<file path="src/pkg/rqf_pkg.sv">
// Overview of operation
// - Qualify when either match field equals opcode
// - No partial match combined across fields
// - Filter tracking-table entries with class and opcode
// - Core demand reads 0x100 to 0x102
// - Core prefetch reads 0x110 to 0x112, droppable
// - Optimized read 0x104/0x114, page walk 0x106
// - Uncached reads 0x105, 0x107, 0x10E
// - Streaming stores 0x10C, 0x10D, write-invalidate 0x10F
// - Line flushes 0x118, 0x11A, 0x11C
// - Evict writebacks 0x184 to 0x187, 0x18C
// - Own invalidate 0x188, speculative 0x18A
// - Cache prefetches 0x198 to 0x19A
// - Interrupts 0x1D9 to 0x1DB, locks 0x1DE/0x1DF
// - I/O requests 0x11E, 0x13C, 0x1A4, 0x1A8
// - Responses 0x000, 0x001, 0x026
// - Data responses 0x002, 0x003, 0x033
// - Pulls 0x004/0x034/0x005, forwards 0x023 to 0x025
// - Remote completions 0x006 to 0x009, 0x00B
// - Victims 0x01B/0x031, data 0x00C/0x01E/0x020
// - Remote snoops 0x700 to 0x705
// - Remote reads 0x500-0x505, 0x50C, 0x087, 0x050
// - Remote writebacks 0x400 to 0x404, 0x406, 0x407
// - Writeback extras 0x408, 0x40B, 0x40C, 0x40D
package rqf_pkg;

  localparam int OPC_W = 12;
  localparam int CLS_W = 3;

  typedef logic [OPC_W-1:0] rqf_opc_t;

  // Logical queue classes of the tracking table
  typedef enum logic [CLS_W-1:0] {
    RQF_CLS_CORE_REQ = 3'h0,
    RQF_CLS_RESP = 3'h1,
    RQF_CLS_PROBE = 3'h2,
    RQF_CLS_RREAD = 3'h3,
    RQF_CLS_RWB = 3'h4
  } rqf_cls_e;

  // One table entry as presented to the filter
  typedef struct packed {
    logic valid;
    rqf_cls_e cls;
    rqf_opc_t opc;
  } rqf_entry_s;

  // Match field as programmed by the counter controls
  typedef struct packed {
    logic enable;
    rqf_opc_t opc;
  } rqf_field_s;

  localparam rqf_opc_t OPC_RESET = 12'h000;

  // Core request class
  localparam rqf_opc_t OPC_OWNERSHIP_READ = 12'h100;
  localparam rqf_opc_t OPC_CODE_READ = 12'h101;
  localparam rqf_opc_t OPC_DATA_READ = 12'h102;
  localparam rqf_opc_t OPC_OPT_DATA_READ = 12'h104;
  localparam rqf_opc_t OPC_UC_CODE_READ = 12'h105;
  localparam rqf_opc_t OPC_PAGE_WALK_READ = 12'h106;
  localparam rqf_opc_t OPC_PARTIAL_UNCACHED_READ = 12'h107;
  localparam rqf_opc_t OPC_FULL_STREAMING_STORE = 12'h10C;
  localparam rqf_opc_t OPC_PARTIAL_STREAMING_STORE = 12'h10D;
  localparam rqf_opc_t OPC_FULL_UNCACHED_READ = 12'h10E;
  localparam rqf_opc_t OPC_PARTIAL_WRITE_INVALIDATE = 12'h10F;
  localparam rqf_opc_t OPC_OWNERSHIP_READ_PREF = 12'h110;
  localparam rqf_opc_t OPC_CODE_READ_PREF = 12'h111;
  localparam rqf_opc_t OPC_DATA_READ_PREF = 12'h112;
  localparam rqf_opc_t OPC_OPT_DATA_READ_PREF = 12'h114;
  localparam rqf_opc_t OPC_LINE_FLUSH = 12'h118;
  localparam rqf_opc_t OPC_LINE_FLUSH_OPT = 12'h11A;
  localparam rqf_opc_t OPC_LINE_WRITEBACK_KEEP = 12'h11C;
  localparam rqf_opc_t OPC_IO_CURRENT_READ = 12'h11E;
  localparam rqf_opc_t OPC_LINE_CLEANSE = 12'h13C;
  localparam rqf_opc_t OPC_MODIFIED_EVICT_INVALID = 12'h184;
  localparam rqf_opc_t OPC_MODIFIED_EVICT_EXCL = 12'h185;
  localparam rqf_opc_t OPC_CLEAN_EVICT_INVALID = 12'h186;
  localparam rqf_opc_t OPC_CLEAN_EVICT_KEEP = 12'h187;
  localparam rqf_opc_t OPC_OWN_INVALIDATE = 12'h188;
  localparam rqf_opc_t OPC_SPECULATIVE_OWN_INVALIDATE = 12'h18A;
  localparam rqf_opc_t OPC_SHARED_EVICT_INVALID = 12'h18C;
  localparam rqf_opc_t OPC_LLC_PREFETCH_OWNERSHIP = 12'h198;
  localparam rqf_opc_t OPC_LLC_PREFETCH_CODE = 12'h199;
  localparam rqf_opc_t OPC_LLC_PREFETCH_DATA = 12'h19A;
  localparam rqf_opc_t OPC_PUSH_HINT = 12'h1A4;
  localparam rqf_opc_t OPC_NEAR_OWN_INVALIDATE = 12'h1A8;
  localparam rqf_opc_t OPC_INT_LOGICAL = 12'h1D9;
  localparam rqf_opc_t OPC_INT_PHYSICAL = 12'h1DA;
  localparam rqf_opc_t OPC_INT_PRIORITY = 12'h1DB;
  localparam rqf_opc_t OPC_SPLIT_LOCK_START = 12'h1DE;
  localparam rqf_opc_t OPC_BUS_LOCK_START = 12'h1DF;

  // Response class
  localparam rqf_opc_t OPC_INVALID_RESPONSE = 12'h000;
  localparam rqf_opc_t OPC_SHARED_RESPONSE = 12'h001;
  localparam rqf_opc_t OPC_MODIFIED_DATA_RESPONSE = 12'h002;
  localparam rqf_opc_t OPC_INVALID_FWD_MODIFIED = 12'h003;
  localparam rqf_opc_t OPC_PULL_DATA = 12'h004;
  localparam rqf_opc_t OPC_BOGUS_PULL = 12'h005;
  localparam rqf_opc_t OPC_COMPLETION = 12'h006;
  localparam rqf_opc_t OPC_COMPLETION_FWD_CODE = 12'h007;
  localparam rqf_opc_t OPC_COMPLETION_FWD_EXCL = 12'h008;
  localparam rqf_opc_t OPC_COMPLETION_WITH_PULL = 12'h009;
  localparam rqf_opc_t OPC_COMPLETION_FWD_OWN = 12'h00B;
  localparam rqf_opc_t OPC_COHERENT_DATA_CMP = 12'h00C;
  localparam rqf_opc_t OPC_VICTIM_ENTRY = 12'h01B;
  localparam rqf_opc_t OPC_REMOTE_NC_DATA = 12'h01E;
  localparam rqf_opc_t OPC_REMOTE_COH_DATA = 12'h020;
  localparam rqf_opc_t OPC_INVALID_FWD_CLEAN = 12'h023;
  localparam rqf_opc_t OPC_SHARED_FWD_CLEAN = 12'h024;
  localparam rqf_opc_t OPC_FORWARD_CONFLICT = 12'h025;
  localparam rqf_opc_t OPC_UNKNOWN_STATE_RESPONSE = 12'h026;
  localparam rqf_opc_t OPC_LLC_VICTIM_ENTRY = 12'h031;
  localparam rqf_opc_t OPC_INVALID_FWD_MOD_PARTIAL = 12'h033;
  localparam rqf_opc_t OPC_PULL_DATA_PARTIAL = 12'h034;

  // Probe class
  localparam rqf_opc_t OPC_SNAPSHOT_SNOOP = 12'h700;
  localparam rqf_opc_t OPC_CODE_SNOOP = 12'h701;
  localparam rqf_opc_t OPC_DATA_SNOOP = 12'h702;
  localparam rqf_opc_t OPC_MIGRATORY_SNOOP = 12'h703;
  localparam rqf_opc_t OPC_INVALIDATE_OWN_SNOOP = 12'h704;
  localparam rqf_opc_t OPC_EXCLUSIVE_INVALIDATE_SNOOP = 12'h705;

  // Remote read class
  localparam rqf_opc_t OPC_REMOTE_CURRENT_READ = 12'h500;
  localparam rqf_opc_t OPC_REMOTE_CODE_READ = 12'h501;
  localparam rqf_opc_t OPC_REMOTE_DATA_READ = 12'h502;
  localparam rqf_opc_t OPC_REMOTE_MIGRATORY_READ = 12'h503;
  localparam rqf_opc_t OPC_REMOTE_INVALIDATE_OWN = 12'h504;
  localparam rqf_opc_t OPC_REMOTE_FLUSH_INVALIDATE = 12'h505;
  localparam rqf_opc_t OPC_READ_INVALIDATE = 12'h50C;
  localparam rqf_opc_t OPC_INVALIDATE_TO_EXCL = 12'h087;
  localparam rqf_opc_t OPC_INVALIDATE_TO_MOD = 12'h050;

  // Remote writeback class
  localparam rqf_opc_t OPC_REMOTE_MODIFIED_EVICT_INVALID = 12'h400;
  localparam rqf_opc_t OPC_REMOTE_EVICT_SHARED = 12'h401;
  localparam rqf_opc_t OPC_REMOTE_EVICT_EXCL = 12'h402;
  localparam rqf_opc_t OPC_NONSNOOP_WRITE = 12'h403;
  localparam rqf_opc_t OPC_EVICT_INVALID_PARTIAL = 12'h404;
  localparam rqf_opc_t OPC_EVICT_EXCL_PARTIAL = 12'h406;
  localparam rqf_opc_t OPC_NONSNOOP_WRITE_PARTIAL = 12'h407;
  localparam rqf_opc_t OPC_PUSH_TO_HOME = 12'h408;
  localparam rqf_opc_t OPC_FLUSH_HINT = 12'h40B;
  localparam rqf_opc_t OPC_CLEAN_EVICT_NOTICE = 12'h40C;
  localparam rqf_opc_t OPC_NONSNOOP_READ = 12'h40D;

  // Registered filter state
  typedef struct packed {
    logic qualified;
    logic hit_a;
    logic hit_b;
    logic known;
  } rqf_state_s;

  localparam rqf_state_s RQF_STATE_RESET = '0;

endpackage : rqf_pkg

</file>
<file path="src/rqf_filter.sv">
module rqf_filter
  import rqf_pkg::*;
(
  input wire logic mclk,
  input wire logic rst,
  input wire logic ce,
  input wire rqf_entry_s entry,
  input wire rqf_field_s field_a,
  input wire rqf_field_s field_b,
  output logic qualified,
  output logic hit_a,
  output logic hit_b,
  output logic opc_known
);

  // ************************************************************
  // Class membership of a code
  // ************************************************************
  function automatic logic code_in_class(input rqf_cls_e c, input rqf_opc_t o);
    logic r;
    r = 1'b0;
    unique case (c)
      RQF_CLS_CORE_REQ:
        unique case (o)
          OPC_OWNERSHIP_READ, OPC_CODE_READ, OPC_DATA_READ: r = 1'b1;
          OPC_OWNERSHIP_READ_PREF, OPC_CODE_READ_PREF,
          OPC_DATA_READ_PREF: r = 1'b1;
          OPC_OPT_DATA_READ, OPC_OPT_DATA_READ_PREF,
          OPC_PAGE_WALK_READ: r = 1'b1;
          OPC_UC_CODE_READ, OPC_PARTIAL_UNCACHED_READ,
          OPC_FULL_UNCACHED_READ: r = 1'b1;
          OPC_FULL_STREAMING_STORE, OPC_PARTIAL_STREAMING_STORE,
          OPC_PARTIAL_WRITE_INVALIDATE: r = 1'b1;
          OPC_LINE_FLUSH, OPC_LINE_FLUSH_OPT,
          OPC_LINE_WRITEBACK_KEEP: r = 1'b1;
          OPC_MODIFIED_EVICT_INVALID, OPC_MODIFIED_EVICT_EXCL, OPC_CLEAN_EVICT_INVALID,
          OPC_CLEAN_EVICT_KEEP, OPC_SHARED_EVICT_INVALID: r = 1'b1;
          OPC_OWN_INVALIDATE, OPC_SPECULATIVE_OWN_INVALIDATE: r = 1'b1;
          OPC_LLC_PREFETCH_OWNERSHIP, OPC_LLC_PREFETCH_CODE,
          OPC_LLC_PREFETCH_DATA: r = 1'b1;
          OPC_INT_LOGICAL, OPC_INT_PHYSICAL, OPC_INT_PRIORITY,
          OPC_SPLIT_LOCK_START, OPC_BUS_LOCK_START: r = 1'b1;
          OPC_IO_CURRENT_READ, OPC_LINE_CLEANSE, OPC_PUSH_HINT,
          OPC_NEAR_OWN_INVALIDATE: r = 1'b1;
          default: r = 1'b0;
        endcase
      RQF_CLS_RESP:
        unique case (o)
          OPC_INVALID_RESPONSE, OPC_SHARED_RESPONSE,
          OPC_UNKNOWN_STATE_RESPONSE: r = 1'b1;
          OPC_MODIFIED_DATA_RESPONSE, OPC_INVALID_FWD_MODIFIED,
          OPC_INVALID_FWD_MOD_PARTIAL: r = 1'b1;
          OPC_PULL_DATA, OPC_PULL_DATA_PARTIAL, OPC_BOGUS_PULL, OPC_FORWARD_CONFLICT,
          OPC_INVALID_FWD_CLEAN, OPC_SHARED_FWD_CLEAN: r = 1'b1;
          OPC_COMPLETION, OPC_COMPLETION_FWD_CODE, OPC_COMPLETION_FWD_EXCL,
          OPC_COMPLETION_WITH_PULL, OPC_COMPLETION_FWD_OWN: r = 1'b1;
          OPC_VICTIM_ENTRY, OPC_LLC_VICTIM_ENTRY, OPC_COHERENT_DATA_CMP,
          OPC_REMOTE_NC_DATA, OPC_REMOTE_COH_DATA: r = 1'b1;
          default: r = 1'b0;
        endcase
      RQF_CLS_PROBE:
        r = (o >= OPC_SNAPSHOT_SNOOP) && (o <= OPC_EXCLUSIVE_INVALIDATE_SNOOP);
      RQF_CLS_RREAD:
        r = ((o >= OPC_REMOTE_CURRENT_READ) && (o <= OPC_REMOTE_FLUSH_INVALIDATE))
          || (o == OPC_READ_INVALIDATE) || (o == OPC_INVALIDATE_TO_EXCL)
          || (o == OPC_INVALIDATE_TO_MOD);
      RQF_CLS_RWB:
        unique case (o)
          OPC_REMOTE_MODIFIED_EVICT_INVALID, OPC_REMOTE_EVICT_SHARED,
          OPC_REMOTE_EVICT_EXCL, OPC_NONSNOOP_WRITE, OPC_EVICT_INVALID_PARTIAL,
          OPC_EVICT_EXCL_PARTIAL, OPC_NONSNOOP_WRITE_PARTIAL: r = 1'b1;
          OPC_PUSH_TO_HOME, OPC_FLUSH_HINT, OPC_CLEAN_EVICT_NOTICE,
          OPC_NONSNOOP_READ: r = 1'b1;
          default: r = 1'b0;
        endcase
      default: r = 1'b0;
    endcase
    return r;
  endfunction : code_in_class

  // ************************************************************
  // Match and register
  // ************************************************************
  rqf_state_s state_ff;
  rqf_state_s nxt_state;
  rqf_field_s fields [2];
  logic [1:0] field_hit;
  logic entry_known;

  assign fields[0] = field_a;
  assign fields[1] = field_b;
  // Full opcode and class must both agree
  assign entry_known = entry.valid && code_in_class(entry.cls, entry.opc);

  // Each field stands alone, so a split match never qualifies
  for (genvar g = 0; g < 2; g++)
  begin : g_field
    assign field_hit[g] = entry_known && fields[g].enable
      && (fields[g].opc == entry.opc);
  end

  always_comb
  begin
    nxt_state = state_ff;
    nxt_state.known = entry_known;
    nxt_state.hit_a = field_hit[0];
    nxt_state.hit_b = field_hit[1];
    nxt_state.qualified = |field_hit;
  end

  always_ff @(posedge mclk)
  begin
    if (rst)
      state_ff <= RQF_STATE_RESET;
    else if (ce)
      state_ff <= nxt_state;
  end

  assign qualified = state_ff.qualified;
  assign hit_a = state_ff.hit_a;
  assign hit_b = state_ff.hit_b;
  assign opc_known = state_ff.known;

endmodule : rqf_filter

</file>
<file path="config.mk">
export PLATFORM = sky130hd
export DESIGN_NAME = rqf_filter
export DESIGN_NICKNAME = d
export VERILOG_FILES = /design/src/pkg/rqf_pkg.sv /design/src/rqf_filter.sv
export SDC_FILE = /design/constraint.sdc
export NUM_CORES = 1
export LEC_CHECK = 0
export BUFFER_PORTS_ARGS = -buffer_cell sky130_fd_sc_hd__buf_4
export CAP_MARGIN = 20
export CORE_MARGIN = 8
export CORE_UTILIZATION = 52
export CTS_CLUSTER_DIAMETER = 120
export DETAILED_ROUTE_END_ITERATION = 10
export PLACE_DENSITY = 0.83
export SLEW_MARGIN = 20
export SYNTH_ARGS = -nofsm -noshare
export SYNTH_HDL_FRONTEND = slang
export SYNTH_SLANG_ARGS = --single-unit
</file>
<file path="constraint.sdc">
create_clock -name mclk -period 3.8 [get_ports mclk]
set_input_delay 0.19 -clock mclk [delete_from_list [all_inputs] [get_ports mclk]]
set_output_delay 0.19 -clock mclk [all_outputs]
set_load 0.005 [all_outputs]
</file>
==> out/metrics.cfg, run 1 <==
[outcome]
outcome = complete, no violations

[global_routing]
grt_pass1_wl_um = 6120
grt_start_max_net_pins = 18
grtUsageTotal_pct = 17.8
overflow = 0
antenna_found_initial = 0
grt_pass1_vias = 1286

[timing]
report.final.hold_viol_count = 0
finClkSkew_ps = 0
fin_crit_sh_pct = 56.3
rsz0062_at_grt = false
whs_ps = 116
finalSetupViolCount = 0
worst_pin_slew_ps = 668
max_freq_mhz = 468
relSlewSlack_pct = 55.1
tns_ps = 0
min_period_ps = 2140
drv_slew = 0
final.setup.worst_slack_ps = 1660

[worst_hold_path]
whs_path_depth = 2
holdPathEnd = opc_known$_SDFFE_PP0P_
hold_class = input port to flop
hp-start = rst

[power_and_ir_drop]
leakage_nw = 0.608
powerDensity_mw_per_mm2 = 151
ir_worst_vdd_v = 0.000196

[layout]
final_nets = 240
multi_input_area_um2 = 971
most-common-layout-cells = buf_4 (48), xnor2_1 (25), nand4_1 (9)
final_common_cell = buf_4
layout-drive-gt1-share_pct = 30.5
diodes = 0
syn2layout_area_growth_pct = 26.6
ff_latch_area_um2 = 80.1
nFillCells = 192

[cts]
cts_tree = done
clk_pin_slew_worst_paths_ps = 40
ctsRootBufferMaster = clkbuf_4
clock-sinks = 4
cts_buffer_depth = 2
insertion_delay_ps = 240
numCtsBuffers = 3
cts_resized = 0
hold_buffers = 0
post_cts_buffers = 0
htreeDepth = 1

[worst_setup_path]
rr_worst_depth = 3
reg2reg_setup_slack_ps = 2900
arrival_ps = 2300
timing.rr.start = qualified$_SDFFE_PP0P_
crit_chain = buf_4 > inv_1 > ha_1 > inv_1 > mux4_2 > o31ai_1 > a21oi_1 > a41oi_1
required_ps = 3960
r2r_end = qualified$_SDFFE_PP0P_
start_kind = input port
path_common_cell = inv_1
slowest_delay_ps = 570
end_kind = flop
cp_max_fo = 9
cp_slowest_cell = o31ai_1
path_class = input port to flop

[drt]
drt_wl_total_um = 3810
vias = 1328
drtIter0Drc = 73
via_per_inst = 6.18
wire_per_inst_um = 17.7
drcViolationCount = 0
drtPass1Iterations = 4
ant_nets = 0

[synth]
ys.warnings.count = 0
async_flop_share_pct = 0
synth_edf_count = 0
netlist_instances = 149
syn_nets = 200
synth.distinct_cells = 50
synth-main-ff-cell = dfxtp_1
avgSynthCellArea_um2 = 7.94
yosysSeqAreaShare_pct = 6.77
synth_area_mm2 = 0.00118
ys_ff_latch = 4

[floorplan]
io_pins = 49
dieArea_mm2 = 0.00406
start_util_pct = 54.0
row_count = 17
die_w_um = 63.7
die_h_um = 63.7
core_area_mm2 = 0.00219

[placement]
hpwl_um = 3040
place_congestion = 0.811
dp_slack_ps = 1430
port_buffers = 48

[job]
drv_cap = 0

==> layer usage <==
layer	vias up	share of wire, %	global-route usage (%)
met5	-	0	0
met4	0	0.39	2.79
met3	2	9.6	5.48
met2	74	46	30.7
met1	608	44	21.5
li1	644	-	-
==> area by class of cell <==
class,count,share of cell area [%]
Clock buffer,3,1.50
Inverter,8,2.00
Tap cell,28,2.34
Sequential cell,4,5.34
Timing Repair Buffer,48,24.0
Multi-Input combinational cell,124,64.8
==> state kept, by name (all words and copies together), names as in the netlist <==
signal and count:
hit_a 1, hit_b 1, opc_known 1, qualified 1
==> logic make-up after synthesis <==
group,count (synthesis),synth area share (%)
compound gates,34,22.6
simple gates,57,31.8
xor+xnor,25,18.5
fa+ha+maj,6,6.34
mux,2,2.75
flops,4,6.77
buf+inv,21,11.2
==> Yosys cell counts (all sizes together), types with 2 or more instances <==
master / instances / area (µm²)
a211oi: 3 / 22.5
a21oi: 5 / 25.0
a41oi: 4 / 35.0
and2b: 5 / 38.8
and3b: 2 / 17.5
buf: 9 / 87.6
clkbuf: 4 / 15.0
dfxtp: 4 / 80.1
ha: 6 / 75.1
inv: 8 / 30.0
nand2: 5 / 18.8
nand2b: 2 / 12.5
nand3: 3 / 15.0
nand4: 9 / 56.3
nor2: 3 / 11.3
nor2b: 3 / 18.8
nor3: 6 / 30.0
nor3b: 2 / 15.0
nor4: 4 / 31.3
nor4bb: 4 / 40.0
o21ai: 6 / 30.0
o221ai: 2 / 17.5
o31ai: 3 / 22.5
or3b: 2 / 17.5
or4: 2 / 15.0
xnor2: 25 / 219
==> where the power goes <==
group / internal, mW / switching, mW / total (mW) / leakage, nW
logic: 0.0675 / 0.0625 / 0.130 / 0.562
clock network: 0.0354 / 0.0187 / 0.0541 / 0.0138
registers: 0.0422 / 0.00000348 / 0.0422 / 0.0322
==> stage by stage <==
stage | area (µm²) | power [mW] | cells | util (%)
floorplan | 1180 | 0.123 | 149 | -
global placement | 1480 | 0.168 | 212 | 67.4
global route | 1500 | 0.240 | 215 | 68.4
CTS | 1500 | 0.226 | 215 | 68.4
finish | 1500 | 0.226 | 215 | 68.4
detailed placement | 1480 | 0.171 | 212 | 67.4
==> critical path, delay by kind of cell <==
| kind | cells | cell delay [ps] |
|---|---|---|
| adder cells (fa/ha/maj) | 1 | 330 |
| AO/OA/AOI/OAI | 3 | 960 |
| multiplexers | 1 | 470 |
| buffers and inverters | 3 | 350 |
==> worst max path at each step <==
stage	startpoint	to	slack [ps]	cells past startpoint
2_1_floorplan	entry[0]	hit_a$_SDFFE_PP0P_	1550	9
3_3_place_gp	entry[0]	hit_b$_SDFFE_PP0P_	1490	8
3_5_place_dp	entry[0]	hit_a$_SDFFE_PP0P_	1430	8
4_1_cts	entry[0]	hit_a$_SDFFE_PP0P_	1690	8
5_1_grt	entry[1]	hit_b$_SDFFE_PP0P_	1560	8
6_report	entry[1]	hit_b$_SDFFE_PP0P_	1660	8
Power figures use the tool's default switching activity.
==> inputs of run 2 (changes only) <==
--- a/config.mk
+++ b/config.mk
@@ -5,13 +5,14 @@
 export SDC_FILE = /design/constraint.sdc
 export NUM_CORES = 1
 export LEC_CHECK = 0
+export ABC_AREA = 1
 export BUFFER_PORTS_ARGS = -buffer_cell sky130_fd_sc_hd__buf_4
 export CAP_MARGIN = 20
 export CORE_MARGIN = 8
-export CORE_UTILIZATION = 52
+export CORE_UTILIZATION = 44
 export CTS_CLUSTER_DIAMETER = 120
 export DETAILED_ROUTE_END_ITERATION = 10
-export PLACE_DENSITY = 0.83
+export PLACE_DENSITY = 0.74
 export SLEW_MARGIN = 20
 export SYNTH_ARGS = -nofsm -noshare
 export SYNTH_HDL_FRONTEND = slang
==> constraint.sdc (replaced) <==
create_clock -name mclk -period 1.9 [get_ports mclk]
set_input_delay 0.095 -clock mclk [delete_from_list [all_inputs] [get_ports mclk]]
set_output_delay 0.095 -clock mclk [all_outputs]
set_load 0.005 [all_outputs]
==> run 2 against run 1 <==
Effect of this change: clock skew did not move; register-to-register slack got worse by 1600 ps; synthesized area rose by 1.2%; clock-buffer cell count did not move; non-clock buffer count did not move; die area rose by 14%; largest power group unchanged; combinational power rose by 100%.
==> out/metrics.cfg, run 2 <==
[global_routing]
overflow = 0  ; unchanged
grtUsageTotal_pct = 15.8  ; -2.0 points
antenna_found_initial = 0  ; unchanged
grt_pass1_vias = 1509  ; +17%
grt_pass1_wl_um = 5910  ; -3.4%
grt_start_max_net_pins = 14  ; -4

[layout]
final_cell_count_no_fill = 298  ; +39%
syn2layout_area_growth_pct = 33.0
final_nets = 320  ; +33%
diodes = 0  ; unchanged
layout-drive-gt1-share_pct = 28.8  ; -1.6 points
final_common_cell = nand2_1
most-common-layout-cells = nand2_1 (68), buf_4 (48), inv_1 (27)
nFillCells = 281  ; +46%
final_util_pct = 59.8  ; -8.6 points

[worst_setup_path]
timing.rr.start = qualified$_SDFFE_PP0P_
cp-startpoint = entry[0]
end_kind = flop
rr_worst_depth = 4  ; +1
arrival_ps = 1600  ; -700 ps
endpoint = qualified$_SDFFE_PP0P_
reg2reg_setup_slack_ps = 1270  ; -1630 ps
cp_max_fo = 8  ; -1
path_class = input port to flop
required_ps = 2030  ; -1930 ps
r2r_end = qualified$_SDFFE_PP0P_
start_kind = input port

[cts]
post_cts_buffers = 0  ; unchanged
cts_tree = done
numCtsBuffers = 3  ; unchanged
cts_resized = 0  ; unchanged
hold_buffers = 0  ; unchanged
clk_pin_slew_worst_paths_ps = 40  ; about the same
insertion_delay_ps = 230  ; about the same
ctsRootBufferMaster = clkbuf_4
cts_buffer_depth = 2  ; unchanged
clock-sinks = 4  ; unchanged
htreeDepth = 1  ; unchanged

[drt]
drtIter0Drc = 142  ; +95%
wire_per_inst_um = 11.9  ; -33%
ant_nets = 0  ; unchanged
drt_wl_total_um = 3550  ; -6.9%
vias = 1488  ; +12%
via_per_inst = 4.99  ; -19%
drcViolationCount = 0  ; unchanged
drtPass1Iterations = 4  ; unchanged

[synth]
synth_common_cells = nand2_1 (68), inv_1 (27), nor2_1 (19)
synth-main-ff-cell = dfxtp_1
ys_ff_latch = 4  ; unchanged
yosysTopAreaCellShare_pct = 21.3  ; +2.8 points
synth_top_cell_by_area = nand2_1
yosysMostFrequentCell = nand2_1
ys.warnings.count = 0  ; unchanged
yosysSeqAreaShare_pct = 6.69  ; -0.078 points
synth_area_mm2 = 0.00120  ; +1.2%
syn_nets = 270  ; +35%
synth_edf_count = 0  ; unchanged
synthTopCellsByArea = nand2_1 (21%), inv_1 (8.5%), dfxtp_1 (6.7%), ha_1 (6.3%), nor2_1 (6.0%)
avgSynthCellArea_um2 = 5.47  ; -31%
synth.distinct_cells = 33  ; -34%
netlist_instances = 219  ; +47%
async_flop_share_pct = 0  ; unchanged

[timing]
min_period_ps = 1460
finClkSkew_ps = 0  ; unchanged
tns_ps = 0  ; unchanged
rsz0062_at_grt = false
finalSetupViolCount = 0  ; unchanged
worst_pin_slew_ps = 240  ; -428 ps
max_freq_mhz = 683
relSlewSlack_pct = 84.0  ; +29 points
fin_crit_sh_pct = 77.1
drv_slew = 0  ; unchanged
report.final.hold_viol_count = 0  ; unchanged

[placement]
dp_cells = 295  ; +39%
place_congestion = 0.921  ; +14%
port_buffers = 48  ; unchanged
hpwl_um = 3140  ; +3.4%

[floorplan]
dieArea_mm2 = 0.00465  ; +14%
core_area_mm2 = 0.00266  ; +22%
die_h_um = 68.2  ; +7.0%
io_pins = 49  ; unchanged
row_count = 19  ; +2
start_util_pct = 45.0  ; -9.1 points
die_w_um = 68.2  ; +7.0%

[worst_hold_path]
hold_class = input port to flop

[power_and_ir_drop]
p_int_uw = 280  ; +93%
totalPowerFinal_uw = 456  ; +100%
seq_power_share_pct = 18.9  ; +0.3 points
powerDensity_mw_per_mm2 = 286  ; +89%
leakage_nw = 0.816  ; +34%
p_comb_share_pct = 58.3  ; +0.8 points
p_sw_uw = 175  ; +120%
sw_frac_of_total_pct = 38.5  ; +2.6 points
ir_worst_vdd_v = 0.000319  ; +62%
pwr-share-clk_pct = 22.8  ; -1.1 points

[outcome]
outcome = complete, no violations

[job]
drv_cap = 0  ; unchanged

[run 2: cell types whose count changed after synthesis, moves of 5 or more]
cell     delta
nand2_1    +63
inv_1      +20
xnor2_1    -19
nor2_1     +16
nand3_1     +9
a21oi_1     +6
buf_6       -6
nor2_2      +6
inv_2       +5
xor2_1      +5
[run 2: power groups by stage]
stage / Sequential [mW] / Combinational, mW / Clock [mW]
detailed placement: 0.0873 / 0.266 / 0
floorplan: 0.0873 / 0.150 / 0
CTS: 0.0860 / 0.266 / 0.109
global route: 0.0861 / 0.298 / 0.112
finish: 0.0860 / 0.266 / 0.104
global placement: 0.0873 / 0.265 / 0
[run 2: cell families after synthesis]
group | Yosys count | synth area share (%)
AOI/OAI and AO/OA | 30 | 15.4
xor gates and xnor gates | 11 | 8.05
adders and majority gates | 6 | 6.27
buffers and inverters | 37 | 13.1
DFF | 4 | 6.69
and+or+nand+nor | 131 | 50.6
[run 2: per-stage QoR]
stage                     setup WS, ps  instance area, µm²  hold WS (ps)
after floorplan                    555                1200           164
after global placement             220                1570           271
after detailed placement           215                1570           271
after CTS                          455                1590          26.2
after global routing               251                1590          37.2
final                              436                1590          32.2
[run 2: critical path: stages]
cell and delay, ps:
buf_4 130, inv_1 110, ha_1 250, inv_1 90, nand2_1 80, a22oi_1 150
nand3_1 100, nand2_1 80, nor2_1 50, nor2_2 100, nand3_2 110, nand3_2 90
nand3_1 70, nand2_1 60, inv_1 30
[run 2: routing by layer]
metal	track usage, %	up-vias	wire length [µm]
met2	25.9	39	1680
met3	3.44	2	233
met1	20.3	646	1620
li1	-	801	-
met4	4.09	0	8
met5	0	-	0
[run 2: final cells by class]
cell class	instances	area, µm²	share of cell area, %
clock buffers	3	22.5	1.41
inverters	34	130	8.17
multi-input cells	178	961	60.3
flip-flops and latches	4	80.1	5.03
well taps	31	38.8	2.44
repair buffers	48	360	22.6
[run 2: worst min-delay path by stage]
stage / end / slack [ps] / startpoint / cells past startpoint
4_1_cts: hit_a$_SDFFE_PP0P_ / 30 / rst / 2
5_1_grt: hit_b$_SDFFE_PP0P_ / 40 / rst / 2
3_5_place_dp: hit_a$_SDFFE_PP0P_ / 270 / rst / 2
6_report: hit_a$_SDFFE_PP0P_ / 30 / rst / 2
3_3_place_gp: hit_a$_SDFFE_PP0P_ / 270 / rst / 2
2_1_floorplan: hit_a$_SDFFE_PP0P_ / 160 / rst / 1
==> inputs of run 3 (changes only) <==
==> constraint.sdc (replaced) <==
create_clock -name mclk -period 1.2 [get_ports mclk]
set_input_delay 0.06 -clock mclk [delete_from_list [all_inputs] [get_ports mclk]]
set_output_delay 0.06 -clock mclk [all_outputs]
set_load 0.005 [all_outputs]
==> run 3 against run 2 <==
Effect of this change: the flow now finishes with violations (setup timing); global-route usage increased by 1.9 points; wire length rose by 27%; register-to-register slack got worse by 730 ps; critical path depth unchanged; sequential cell count did not move; sequential power grew 58%; cell count is 9.7% higher; worst hold slack worse by 3.6 ps; die area stayed put; power rose by 92%; combinational power is 110% higher; clock-buffer cell count stayed put; largest power group unchanged.
==> out/metrics.cfg, run 3 (same netlist as run 2, synthesis figures left out) <==
[outcome]
outcome = finished, violations left
violations = setup timing

[timing]
finClkSkew_ps = 0  ; unchanged
min_period_ps = 1260
max_freq_mhz = 792
whs_ps = 28.7  ; -3.55 ps
rsz0062_at_grt = true
report.final.hold_viol_count = 0  ; unchanged
finalSetupViolCount = 3  ; +3
final.setup.worst_slack_ps = -62.7  ; -498 ps
tns_ps = -145  ; -145 ps
drv_slew = 0  ; unchanged
relSlewSlack_pct = 84.0  ; about the same
fin_crit_sh_pct = 105
worst_pin_slew_ps = 237  ; -2.27 ps

[cts]
cts_tree = done
htreeDepth = 1  ; unchanged
insertion_delay_ps = 230  ; about the same
ctsRootBufferMaster = clkbuf_4
clk_pin_slew_worst_paths_ps = 40  ; about the same
clock-sinks = 4  ; unchanged
cts_buffer_depth = 2  ; unchanged
numCtsBuffers = 3  ; unchanged

[power_and_ir_drop]
p_sw_uw = 339  ; +93%
powerDensity_mw_per_mm2 = 442  ; +55%
p_comb_share_pct = 65.0  ; +6.7 points
leakage_nw = 0.985  ; +21%
sw_frac_of_total_pct = 38.7  ; +0.20 points
p_int_uw = 537  ; +92%
pwr-share-clk_pct = 19.5  ; -3.3 points
ir_worst_vdd_v = 0.000552  ; +73%
seq_power_share_pct = 15.5  ; -3.4 points

[global_routing]
grt_start_max_net_pins = 11  ; -3
antenna_found_initial = 0  ; unchanged
grt_pass1_vias = 1626  ; +7.8%
grtUsageTotal_pct = 17.7  ; +1.9 points
overflow = 0  ; unchanged
grt_pass1_wl_um = 6530  ; +10%

[floorplan]
dieArea_mm2 = 0.00465  ; unchanged
start_util_pct = 45.0  ; unchanged
die_h_um = 68.2  ; unchanged
io_pins = 49  ; unchanged
core_area_mm2 = 0.00266  ; unchanged
row_count = 19  ; unchanged
die_w_um = 68.2  ; unchanged

[layout]
final_util_pct = 74.4  ; +15 points
syn2layout_area_growth_pct = 65.4
most-common-layout-cells = buf_4 (72), nand2_1 (65), inv_1 (23)
diodes = 0  ; unchanged
final_common_cell = buf_4
nFillCells = 221  ; -21%
final_nets = 349  ; +9.1%
layout-drive-gt1-share_pct = 41.9  ; +13 points

[drt]
wire_per_inst_um = 13.8  ; +16%
drt_wl_total_um = 4510  ; +27%
vias = 1726  ; +16%
ant_nets = 0  ; unchanged
via_per_inst = 5.28  ; +5.7%
drcViolationCount = 0  ; unchanged
drtPass1Iterations = 5  ; +1
drtIter0Drc = 155  ; +9.2%

[worst_hold_path]
hold_class = input port to flop

[placement]
port_buffers = 48  ; unchanged
hpwl_um = 3420  ; +9.1%
place_congestion = 0.988  ; +7.2%

[worst_setup_path]
cp_max_fo = 6  ; -2
arrival_ps = 1450  ; -150 ps
path_class = input port to flop
required_ps = 1390  ; -640 ps
start_kind = input port
end_kind = flop

[job]
drv_cap = 0  ; unchanged

==> run 3: cell count changes in the layout (fill, tap and decap cells not counted), moves of 2 or more <==
cell	change
nor2_1	-3
buf_4	+24
ha_1	-5
a21oi_1	-2
nand2_2	+2
inv_1	-4
nand2_1	-3
buf_12	+4
nor2_2	+2
a21oi_2	+2
ha_4	+4
==> run 3: area by class of cell <==
type | instances | area, µm² | share of cell area [%]
flip-flops and latches | 4 | 80.1 | 4.04
multi-input cells | 178 | 1060 | 53.7
clock buffers | 3 | 22.5 | 1.14
well taps | 31 | 38.8 | 1.96
inverters | 34 | 145 | 7.33
repair buffers | 77 | 631 | 31.8
==> run 3: metal layers <==
layer	up-vias	GRT usage [%]	wire length, µm
met3	17	4.09	362
met5	-	0	0
li1	858	-	-
met4	0	4.35	108
met1	757	22.9	1830
met2	94	28.7	2200
==> run 3: through the flow <==
step                      setup slack [ps]  instances  power (mW)  area (µm²)
after CTS                             1.85        326       0.842        1900
after global routing                  -147        327       0.944        1980
after global placement                -335        322       0.633        1800
after detailed placement              -355        322       0.638        1800
final                                -62.7        327       0.876        1980
after floorplan                      -67.0        219       0.376        1200
==> run 3: what timing repair did <==
| action | 4_1_cts | 5_1_grt |
|---|---|---|
| endpoints found under the setup margin | 4 | 4 |
| pin swaps | 5 | 10 |
| buffers inserted | 0 | 1 |
| resized for setup | 20 | 17 |
| hold buffers | 1 | 0 |
| hold endpoints to repair | 1 | 0 |
==> run 3: path summary, 6_finish.rpt <==
check | from | to | slack [ps] | depth (start not counted)
worst max register to register | qualified$_SDFFE_PP0P_ | qualified$_SDFFE_PP0P_ | 540 | 4
worst min register to register | hit_a$_SDFFE_PP0P_ | hit_a$_SDFFE_PP0P_ | 470 | 2
worst max-delay path | entry[1] | qualified$_SDFFE_PP0P_ | -60 | 15
worst min-delay path | ce | opc_known$_SDFFE_PP0P_ | 30 | 2
==> run 3: power by group through the flow <==
stage	clock network, mW	registers (mW)	logic, mW
after global placement	0	0.138	0.495
after global routing	0.192	0.136	0.616
after floorplan	0	0.138	0.238
after CTS	0.177	0.136	0.530
final	0.171	0.136	0.569
after detailed placement	0	0.138	0.500
==> run 3: critical path, stage by stage <==
cell     delay [ps]
buf_12          120
inv_6            70
ha_2            260
nand2_1          90
nand3_1          70
nand2_1          70
o21ai_1          90
nand2_1          90
nand3_1          80
nand2_1          90
nand3_4         110
nand3_2          80
nand3_2          80
nand2_1          50
inv_1            40
